[src/logic_ops_pkg.sv]
// constants, register map and carrier types of the configurable logic operators
package logic_ops_pkg;

   // register bus geometry, operand value width and octal input count
   localparam int ADDR_W = 8;
   localparam int DATA_W = 32;
   localparam int VAL_W  = 16;
   localparam int NUM_IN = 8;

   // register byte offsets
   localparam logic [7:0] A_DUAL_CFG  = 8'h00;
   localparam logic [7:0] A_DUAL_OPA  = 8'h04;
   localparam logic [7:0] A_DUAL_OPB  = 8'h08;
   localparam logic [7:0] A_DUAL_HYST = 8'h0c;
   localparam logic [7:0] A_DUAL_OUT  = 8'h10;
   localparam logic [7:0] A_OCT_CFG   = 8'h14;
   localparam logic [7:0] A_OCT_IN    = 8'h18;
   localparam logic [7:0] A_OCT_OUT   = 8'h1c;

   // field positions
   localparam int F_OPD_BAD    = 16;
   localparam int F_OCT_BAD    = 8;
   localparam int F_OUT_BAD    = 1;
   localparam int F_OUT_ANYBAD = 8;
   localparam int F_OUT_STAT   = 16;

   // operand values are signed 8.8 fixed point; 0.5 is the logic threshold
   localparam logic signed [15:0] LOGIC_HALF = 16'h0080;

   // active input count limits of the octal gate
   localparam logic [3:0] OCT_MIN_IN = 4'h2;
   localparam logic [3:0] OCT_MAX_IN = 4'h8;

   typedef enum logic [3:0] {
      D_OFF, D_AND, D_OR, D_XOR, D_LATCH, D_EQ, D_NE, D_GT, D_LT, D_LE, D_GE
   } dual_op_t;

   typedef enum logic [1:0] {O_OFF, O_AND, O_OR, O_XOR} octal_op_t;

   // bit 0 is the forced result, bit 1 set means status stays healthy
   typedef enum logic [1:0] {
      POLICY_LOW_FAULTY, POLICY_HIGH_FAULTY, POLICY_LOW_HEALTHY, POLICY_HIGH_HEALTHY
   } fallback_t;

   typedef struct packed {
      logic      inv_b;
      logic      inv_a;
      fallback_t fallback;
      dual_op_t  op;
   } dual_cfg_t;

   typedef struct packed {
      logic [7:0] per_input_negate_mask;
      logic       spare;
      logic       out_negate;
      logic [3:0] count;
      octal_op_t  op;
   } octal_cfg_t;

   typedef struct packed {
      logic                    bad;
      logic signed [VAL_W-1:0] value;
   } operand_t;

   // reset values
   localparam dual_cfg_t  DUAL_CFG_RST = '{inv_b: 1'b0, inv_a: 1'b0,
      fallback: POLICY_LOW_FAULTY, op: D_OFF};
   localparam octal_cfg_t OCT_CFG_RST  = '{per_input_negate_mask: 8'h00, spare: 1'b0,
      out_negate: 1'b0, count: 4'h2, op: O_OFF};
   localparam operand_t   OPERAND_RST  = '{bad: 1'b0, value: 16'h0000};
   localparam logic [15:0] HYST_RST    = 16'h0000;

endpackage

[src/logic_ops.sv]
// register-driven two-input and eight-input configurable logic operators
//
// Operation
// - numeric below 0.5 low, else high; boolean out
// - each dual input invertible before the AND, OR, XOR and latch operations
// - dual AND high only when both high
// - dual OR high when either high
// - dual XOR high when exactly one high
// - equal high when operand values identical
// - not-equal high when operand values differ
// - greater-than and less-than strict value compare
// - at-most and at-least non-strict value compare
// - latch follows first while second high, else captures
// - bad operand status applies fallback result and status
// - four fallback policies: low/high with faulty/healthy
// - compare hysteresis holds result until band left
// - octal gate uses two to eight active inputs
// - octal AND high when all active inputs high
// - octal OR high when any active input high
// - octal XOR high on odd count of highs
// - octal status word ORs active input status bits
// - per-input negate mask, bit 0 is input one
// - octal output negate gives NAND and NOR
// - octal selector: AND, OR, XOR or off
//
// Local design decisions: the register offsets and the strobed register port.
`timescale 1ns/1ps

module logic_ops (
   // clock and reset
   input  wire logic                                i_clk,
   input  wire logic                                i_rst,

   // register port
   input  wire logic [logic_ops_pkg::ADDR_W-1:0]    i_addr,
   input  wire logic [logic_ops_pkg::DATA_W-1:0]    i_wdata,
   input  wire logic                                i_wr,
   input  wire logic                                i_rd,
   output logic      [logic_ops_pkg::DATA_W-1:0]    o_rdata,

   // dual input gate result
   output logic                                     o_dual_result,
   output logic                                     o_dual_status_bad,

   // octal input gate result
   output logic                                     o_octal_result,
   output logic      [logic_ops_pkg::NUM_IN:0]      o_octal_status
);
   import logic_ops_pkg::*;

   typedef struct packed {
      // configuration and operands, written over the register port
      dual_cfg_t             dcfg;
      operand_t              first_operand;
      operand_t              second_operand;
      logic [VAL_W-1:0]      hyst;
      octal_cfg_t            ocfg;
      logic [NUM_IN-1:0]     olevel;
      logic [NUM_IN-1:0]     obad;

      // dual gate result and its memory
      logic                  dres;
      logic                  dbad;
      logic                  dhold;
      logic                  darmed;
      logic                  aprev;

      // octal gate result
      logic                  ores;
      logic [NUM_IN:0]       ostat;

      // registered read word
      logic [DATA_W-1:0]     rdata;
   } state_t;

   state_t q_ff;
   state_t nxt_q;

   // threshold a numeric operand at one half, then apply its invert
   function automatic logic to_level(input logic signed [VAL_W-1:0] v, input logic inv);
      to_level = (v >= LOGIC_HALF) ^ inv;
   endfunction

   // counts outside two to eight are clamped rather than refused
   function automatic logic [3:0] clamp_count(input logic [3:0] cnt);
      clamp_count = cnt;
      if (cnt < OCT_MIN_IN) begin
         clamp_count = OCT_MIN_IN;
      end
      if (cnt > OCT_MAX_IN) begin
         clamp_count = OCT_MAX_IN;
      end
   endfunction

   // active-input mask, bit 0 is input one
   function automatic logic [NUM_IN-1:0] active_mask(input logic [3:0] cnt);
      for (int i = 0; i < NUM_IN; i++) begin
         active_mask[i] = (4'(i) < clamp_count(cnt));
      end
   endfunction

   // upper-side hold: set until the first operand falls below the lower band edge;
   // a zero band gives no hold, so the strict compares stay strict
   function automatic logic keep_above(input logic                    held,
                                       input logic [VAL_W-1:0]        band,
                                       input logic signed [VAL_W+1:0] a,
                                       input logic signed [VAL_W+1:0] lim);
      keep_above = held && (band != '0) && !(a < lim);
   endfunction

   // lower-side hold: set until the first operand rises above the upper band edge
   function automatic logic keep_below(input logic                    held,
                                       input logic [VAL_W-1:0]        band,
                                       input logic signed [VAL_W+1:0] a,
                                       input logic signed [VAL_W+1:0] lim);
      keep_below = held && (band != '0) && !(a > lim);
   endfunction

   // forced {status bad, result} of each fallback policy
   function automatic logic [1:0] fallback_word(input fallback_t pol);
      case (pol)
         POLICY_LOW_FAULTY: begin
            fallback_word = 2'h2;
         end
         POLICY_HIGH_FAULTY: begin
            fallback_word = 2'h3;
         end
         POLICY_LOW_HEALTHY: begin
            fallback_word = 2'h0;
         end
         POLICY_HIGH_HEALTHY: begin
            fallback_word = 2'h1;
         end
         default: begin
            fallback_word = 2'h2;
         end
      endcase
   endfunction

   logic                  a_lvl;
   logic                  b_lvl;
   logic signed [VAL_W+1:0] a_ext;
   logic signed [VAL_W+1:0] b_ext;
   logic signed [VAL_W+1:0] b_minus_h;
   logic signed [VAL_W+1:0] b_plus_h;

   logic                  cmp_raw;
   logic                  cmp_keep;
   logic                  dual_calc;
   logic [NUM_IN-1:0]     omask;
   logic [NUM_IN-1:0]     olv;
   logic                  oct_calc;

   always_comb begin
      nxt_q = q_ff;

      // register writes
      if (i_wr) begin
         case (i_addr)
            A_DUAL_CFG: begin
               nxt_q.dcfg = dual_cfg_t'(i_wdata[$bits(dual_cfg_t)-1:0]);
            end

            A_DUAL_OPA: begin
               nxt_q.first_operand = operand_t'(i_wdata[F_OPD_BAD:0]);
            end

            A_DUAL_OPB: begin
               nxt_q.second_operand = operand_t'(i_wdata[F_OPD_BAD:0]);
            end

            A_DUAL_HYST: begin
               nxt_q.hyst = i_wdata[VAL_W-1:0];
            end

            A_OCT_CFG: begin
               nxt_q.ocfg = octal_cfg_t'(i_wdata[$bits(octal_cfg_t)-1:0]);
            end

            A_OCT_IN: begin
               nxt_q.olevel = i_wdata[NUM_IN-1:0];
               nxt_q.obad   = i_wdata[F_OCT_BAD +: NUM_IN];
            end

            // read-only and unmapped addresses ignore writes
            default: begin
            end
         endcase
      end

      // dual gate, evaluated every cycle from the stored configuration
      a_lvl     = to_level(q_ff.first_operand.value, q_ff.dcfg.inv_a);
      b_lvl     = to_level(q_ff.second_operand.value, q_ff.dcfg.inv_b);
      a_ext     = {{2{q_ff.first_operand.value[VAL_W-1]}}, q_ff.first_operand.value};
      b_ext     = {{2{q_ff.second_operand.value[VAL_W-1]}}, q_ff.second_operand.value};
      // 18-bit arithmetic: a full-scale band around a full-scale operand
      // still fits, so the band edges never wrap
      b_minus_h = b_ext - $signed({2'h0, q_ff.hyst});
      b_plus_h  = b_ext + $signed({2'h0, q_ff.hyst});
      cmp_raw   = 1'b0;
      cmp_keep  = 1'b0;
      dual_calc = 1'b0;
      // previous first level feeds the latch edge detector
      nxt_q.aprev = a_lvl;
      case (q_ff.dcfg.op)
         D_OFF: begin
            dual_calc = 1'b0;
         end

         D_AND: begin
            dual_calc = a_lvl & b_lvl;
         end

         D_OR: begin
            dual_calc = a_lvl | b_lvl;
         end

         D_XOR: begin
            dual_calc = a_lvl ^ b_lvl;
         end

         D_LATCH: begin
            // a capture disarms the latch until the second operand is high again
            dual_calc = q_ff.dres;
            if (b_lvl) begin
               dual_calc    = a_lvl;
               nxt_q.darmed = 1'b1;
            end else if (q_ff.darmed && (a_lvl != q_ff.aprev)) begin
               dual_calc    = a_lvl;
               nxt_q.darmed = 1'b0;
            end
         end

         D_EQ: begin
            dual_calc = (a_ext == b_ext);
         end

         D_NE: begin
            dual_calc = (a_ext != b_ext);
         end

         D_GT: begin
            cmp_raw   = (a_ext > b_ext);
            cmp_keep  = keep_above(q_ff.dhold, q_ff.hyst, a_ext, b_minus_h);
            dual_calc = cmp_raw | cmp_keep;
         end

         D_LT: begin
            cmp_raw   = (a_ext < b_ext);
            cmp_keep  = keep_below(q_ff.dhold, q_ff.hyst, a_ext, b_plus_h);
            dual_calc = cmp_raw | cmp_keep;
         end

         D_LE: begin
            cmp_raw   = (a_ext <= b_ext);
            cmp_keep  = keep_below(q_ff.dhold, q_ff.hyst, a_ext, b_plus_h);
            dual_calc = cmp_raw | cmp_keep;
         end

         D_GE: begin
            cmp_raw   = (a_ext >= b_ext);
            cmp_keep  = keep_above(q_ff.dhold, q_ff.hyst, a_ext, b_minus_h);
            dual_calc = cmp_raw | cmp_keep;
         end

         // unused codes act as off
         default: begin
            dual_calc = 1'b0;
         end
      endcase
      // hysteresis memory is only meaningful for the ordering compares
      nxt_q.dhold = (q_ff.dcfg.op inside {D_GT, D_LT, D_LE, D_GE}) ? dual_calc : 1'b0;
      if (q_ff.dcfg.op != D_LATCH && q_ff.dcfg.op != D_OFF) begin
         nxt_q.darmed = 1'b0;
      end
      if (q_ff.first_operand.bad || q_ff.second_operand.bad) begin
         {nxt_q.dbad, nxt_q.dres} = fallback_word(q_ff.dcfg.fallback);
      end else begin
         nxt_q.dres = dual_calc;
         nxt_q.dbad = 1'b0;
      end

      // octal gate
      omask = active_mask(q_ff.ocfg.count);
      olv   = (q_ff.olevel ^ q_ff.ocfg.per_input_negate_mask) & omask;
      case (q_ff.ocfg.op)
         O_AND: begin
            oct_calc = &(olv | ~omask);
         end

         O_OR: begin
            oct_calc = |olv;
         end

         O_XOR: begin
            oct_calc = ^olv;
         end

         default: begin
            oct_calc = 1'b0;
         end
      endcase
      // off stays low even with output negate set
      nxt_q.ores  = (q_ff.ocfg.op == O_OFF) ? 1'b0 : (oct_calc ^ q_ff.ocfg.out_negate);
      nxt_q.ostat = {|(q_ff.obad & omask), q_ff.obad & omask};

      // read data stands only in the cycle after the strobe
      nxt_q.rdata = '0;
      if (i_rd) begin
         case (i_addr)
            A_DUAL_CFG: begin
               nxt_q.rdata[$bits(dual_cfg_t)-1:0] = q_ff.dcfg;
            end

            A_DUAL_OPA: begin
               nxt_q.rdata[F_OPD_BAD:0] = q_ff.first_operand;
            end

            A_DUAL_OPB: begin
               nxt_q.rdata[F_OPD_BAD:0] = q_ff.second_operand;
            end

            A_DUAL_HYST: begin
               nxt_q.rdata[VAL_W-1:0] = q_ff.hyst;
            end

            A_DUAL_OUT: begin
               nxt_q.rdata[0]         = q_ff.dres;
               nxt_q.rdata[F_OUT_BAD] = q_ff.dbad;
            end

            A_OCT_CFG: begin
               nxt_q.rdata[$bits(octal_cfg_t)-1:0] = q_ff.ocfg;
            end

            A_OCT_IN: begin
               nxt_q.rdata[NUM_IN-1:0]          = q_ff.olevel;
               nxt_q.rdata[F_OCT_BAD +: NUM_IN] = q_ff.obad;
            end

            // results as they stand at the read edge
            A_OCT_OUT: begin
               nxt_q.rdata[0]                      = q_ff.ores;
               nxt_q.rdata[F_OUT_ANYBAD]           = q_ff.ostat[NUM_IN];
               nxt_q.rdata[F_OUT_STAT +: NUM_IN]   = q_ff.ostat[NUM_IN-1:0];
            end

            default: begin
               nxt_q.rdata = '0;
            end
         endcase
      end
   end

   always_ff @(posedge i_clk or posedge i_rst) begin
      if (i_rst) begin
         // whole state cleared, then configuration takes its reset values
         q_ff                <= '0;
         q_ff.dcfg           <= DUAL_CFG_RST;
         q_ff.first_operand  <= OPERAND_RST;
         q_ff.second_operand <= OPERAND_RST;
         q_ff.hyst           <= HYST_RST;
         q_ff.ocfg           <= OCT_CFG_RST;
      end else begin
         q_ff <= nxt_q;
      end
   end

   // every output is a plain register bit
   assign o_rdata           = q_ff.rdata;
   assign o_dual_result     = q_ff.dres;
   assign o_dual_status_bad = q_ff.dbad;
   assign o_octal_result    = q_ff.ores;
   assign o_octal_status    = q_ff.ostat;

endmodule

[config.mk]
export PLATFORM = sky130hd
export DESIGN_NAME = logic_ops
export DESIGN_NICKNAME = d
export VERILOG_FILES = /design/src/logic_ops_pkg.sv /design/src/logic_ops.sv
export SDC_FILE = /design/constraint.sdc
export NUM_CORES = 1
export LEC_CHECK = 0
export CAP_MARGIN = 40
export CORE_MARGIN = 2
export CORE_UTILIZATION = 40
export CTS_CLUSTER_SIZE = 16
export DETAILED_ROUTE_END_ITERATION = 8
export DONT_BUFFER_PORTS = 1
export PLACE_DENSITY = 0.56
export SETUP_SLACK_MARGIN = 0.05
export SLEW_MARGIN = 20
export SYNTH_ARGS = -nofsm -noshare
export SYNTH_HDL_FRONTEND = slang
export SYNTH_SLANG_ARGS = --single-unit
[constraint.sdc]
create_clock -name i_clk -period 3.3 [get_ports i_clk]
set_input_delay 0 -clock i_clk [delete_from_list [all_inputs] [get_ports i_clk]]
set_output_delay 0 -clock i_clk [all_outputs]
set_load 0.01 [all_outputs]
==> results <==
- During synthesis, Yosys emitted a total of 0 warnings.
- The number of violations of the max-capacitance limit is 0.
- The hold violation count in the final report is 0.
- The TritonCTS buffer count is 17.
- The number of placement rows is 54.
- The die outline height is 153 µm.
- For this configuration, the core starts out at a cell density of 40.8%.
- The number of vias per cell is 5.67.
- The clock passes through at most 2 buffers.
- The routed wirelength normalized by instance count is 21.2 µm.
- In this run the tool buffered the top-level ports with 0 buffer cells.
- Total power for the finished layout comes to 4.85 mW.
- The fraction of synthesis flops using an asynchronous set or reset pin is 100%.
- The clock input transition at the sequential cells of the worst setup and hold paths is 0.07 ns.
- The residual antenna-violating net count after detailed routing is 0.
- The overall track demand over capacity in global routing is 22.5%.
- The horizontal die dimension is 153 µm.
- After the last flow step, the layout net total stands at 1089.
- The setup total negative slack is -0.806 ns.
- Static timing analysis puts the maximum clock frequency at 269 MHz.
- In this run the power density over the cells is 458 nW/µm².
- The share of the clock period used by the worst path is 113%.
- The leakage power is 5.02 nW.
- Counting every sink on the clock net gives 129.
- The dominant combinational cell family by area after synthesis is compound AO/OA/AOI/OAI gates.
- The aggregate routed wire length is 26.4 mm.
- The first routing iteration left 585 violations.
- Among all flip-flop cells after synthesis, the most frequent one is sky130_fd_sc_hd__dfrtp_1.
- The nature of the critical path startpoint is a flip-flop.
- The number of global-route vias before repair came to 6808.
- The die covers 23500 µm².
- The share of synthesized cell area in full adder, half adder and majority cells is 13.1%.
- Each instance of the synthesized netlist takes up on average 10.2 µm².
- The first-pass detailed-route iteration total is 6.
- The pin slew with the least headroom to its limit is 0.779 ns.
- The master cell of the clock root buffer is sky130_fd_sc_hd__clkbuf_16.
- Multiplexer cells account for 11.7% of the synthesized area.
- The required time of the worst setup path is 3.57 ns.
- The relative slew slack is 47.8%.
- The final reports fail on negative setup slack.
- The category of the critical setup timing path is flip-flop to flip-flop.
- Data arrives at the worst endpoint at 3.99 ns.
- Leaving out fill and tap cells, the most frequent cell in the layout is sky130_fd_sc_hd__dfrtp_1.
- Leaving out fill and tap cells, the most frequent cells in the layout are 128 x sky130_fd_sc_hd__dfrtp_1, 98 x sky130_fd_sc_hd__buf_4, 90 x sky130_fd_sc_hd__mux2_2.
- The share of final-layout standard cells stronger than drive strength 1 is 28.4%.
- The cell area after layout is 10600 µm².
- The synthesized netlist devotes 4.21% of its cell area to XOR and XNOR gates.
- The minimum clock period after layout is 3.72 ns.
- The count of final max-slew check failures was 0.
- The share of synthesized cell area in and, or, nand and nor gates is 11.0%.
- Global routing finished with a remaining overflow of 0.
- The overall via count from detail_route is 7076.
- The total number of H-tree levels is 4.
- The number of antenna violations at the first check in global routing is 1.
- The sequential share of the synthesized area is 36.2%.
- In this run the count of I/O pins placed on the die edge is 88.
- The post-synthesis cell area is 8910 µm².
- The sort of element at the end of the critical path is a flip-flop.
- Synthesis produced 872 cells.
- The relative area change from synthesis to final layout is 18.7%.
- The final setup violation count is 2.
- After synthesis, the netlist uses 73 different library cells.
- The routability-driven placement congestion ratio is 0.845.
- The number of flops mapped to enable cells by yosys is 0.
- Setup repair after global routing could not meet its margin everywhere.
- The core region is 21800 µm².
- The complex-gate fraction of the synthesized area is 16.3%.
- The insertion delay to the later sink of the worst-skew pair is 0.42 ns.
- In this run, synthesis produced a sequential element count of 129.
- Across all setup checks in the final design, the least slack found is -0.415 ns.
- The layout has 2037 filler cells.
- For the final database, setup skew stands at 0.00944 ns.
- The min-delay analysis places its worst path in the category input port to flip-flop.
- The TritonCTS clock tree is done.
- The remaining routing DRC violations is 0.
- Along the worst path, the maximum fanout reaches 3.
- The flow ran to the end, but the final reports show violations.
- The largest net degree at the start of global routing is 130.
- The worst ir drop on vdd is 0.306 mV.
- The HPWL after detailed placement is 20.0 mm.
- The cell area reported after detailed placement is 9620 µm².
- The global-route wire length before repair is 40.7 mm.
-- cell type report --
class | count | area, µm² | area share, %
Clock buffer | 17 | 425 | 4.02
Timing Repair Buffer | 125 | 1020 | 9.63
Inverter | 63 | 240 | 2.27
Multi-Input combinational cell | 617 | 5150 | 48.6
Clock inverter | 15 | 168 | 1.58
Tap cell | 280 | 350 | 3.31
Antenna cell | 1 | 2.50 | 0.0237
Sequential cell | 129 | 3230 | 30.5
-- Yosys cell counts (16+ instances only) --
master	number	share of area, %
sky130_fd_sc_hd__clkbuf_1	17	0.72
sky130_fd_sc_hd__o21ai_0	20	1.1
sky130_fd_sc_hd__buf_4	41	3.5
sky130_fd_sc_hd__ha_1	90	13
sky130_fd_sc_hd__xnor2_1	24	2.4
sky130_fd_sc_hd__inv_1	60	2.5
sky130_fd_sc_hd__a22oi_1	32	2.7
sky130_fd_sc_hd__a31oi_1	16	1.1
sky130_fd_sc_hd__xor2_1	17	1.7
sky130_fd_sc_hd__nor2b_1	21	1.5
sky130_fd_sc_hd__nand2_1	23	0.97
sky130_fd_sc_hd__dfrtp_1	128	36
sky130_fd_sc_hd__a21oi_1	50	2.8
sky130_fd_sc_hd__nor2_1	39	1.6
sky130_fd_sc_hd__mux2_2	90	11
-- worst paths after layout --
path / from / end / slack, ns / depth (start not counted)
setup / recovery: q_ff[79] / o_dual_result / -0.42 / 18
hold / removal: i_addr[2] / o_rdata[16] / 0.06 / 4
setup reg to reg: q_ff[79] / o_dual_result / -0.42 / 18
hold reg to reg: q_ff[47] / o_octal_status[0] / 0.47 / 0
max in group asynchronous: i_rst / b_ext[10] / 2.50 / 3
min in group asynchronous: i_rst / q_ff[64] / 0.25 / 3
-- power by group --
| part | internal [mW] | switching (mW) | leakage, nW |
|---|---|---|---|
| Combinational | 0.589 | 0.656 | 2.95 |
| Sequential | 1.65 | 0.100 | 1.78 |
| Clock | 1.01 | 0.842 | 0.286 |
| Total | 3.25 | 1.60 | 5.02 |
-- metrics by stage --
| stage | cells | setup slack, ns | hold slack (ns) | utilization [%] |
|---|---|---|---|---|
| 3_5_place_dp | 1184 | -0.585 | 0.124 | 44.1 |
| 4_1_cts | 1243 | -0.483 | 0.0458 | 48.1 |
| 2_1_floorplan | 879 | -0.0793 | 0.150 | - |
| 5_1_grt | 1247 | -0.684 | 0.0794 | 48.5 |
| 3_3_place_gp | 1184 | -0.511 | 0.131 | 44.1 |
| 6_report | 1247 | -0.415 | 0.0632 | 48.5 |
-- worst max-delay path, stage by stage, from the launching register on --
cell and delay [ns]:
sky130_fd_sc_hd__dfrtp_1 0.37, sky130_fd_sc_hd__buf_6 0.11, sky130_fd_sc_hd__ha_4 0.12, sky130_fd_sc_hd__inv_2 0.03
sky130_fd_sc_hd__fa_2 0.33, sky130_fd_sc_hd__or2_4 0.25, sky130_fd_sc_hd__a221oi_4 0.27, sky130_fd_sc_hd__o21ai_2 0.13
sky130_fd_sc_hd__o211ai_2 0.21, sky130_fd_sc_hd__a41oi_2 0.17, sky130_fd_sc_hd__mux2i_1 0.18, sky130_fd_sc_hd__nor2_1 0.08
sky130_fd_sc_hd__ha_1 0.32, sky130_fd_sc_hd__nand4_1 0.13, sky130_fd_sc_hd__nor4_2 0.21, sky130_fd_sc_hd__o21ai_1 0.12
sky130_fd_sc_hd__and3_1 0.19, sky130_fd_sc_hd__a211oi_2 0.23, sky130_fd_sc_hd__a31oi_1 0.12
-- kinds of logic after synthesis --
group	count (synthesis)
other cells	1
mux	93
buf+inv	133
xor+xnor	42
simple gates	177
fa+ha+maj	92
compound gates	205
flops	129
-- per-layer routing --
layer,vias up,global-route usage [%],wire [µm]
met1,3498,33.0,12200
met5,-,0,0
li1,3294,-,-
met4,0,4.32,328
met3,30,4.93,1880
met2,254,34.2,12000
-- state kept, by name, summed over array words and instances (netlist names) --
register / count
o_octal_result: 1
o_dual_status_bad: 1
o_rdata: 24
b_ext: 16
o_dual_result: 1
o_octal_status: 9
a_ext: 16
q_ff: 61
-- timing repair --
item / CTS / global route
endpoints found under the setup margin: 2 / 2
hold buffers: 24 / 0
hold endpoints to repair: 234 / 0
buffers inserted: 3 / 3
gates resized for setup: 10 / 10
pin swaps: 5 / 6
Note: power is estimated with default switching activity, not from simulation.
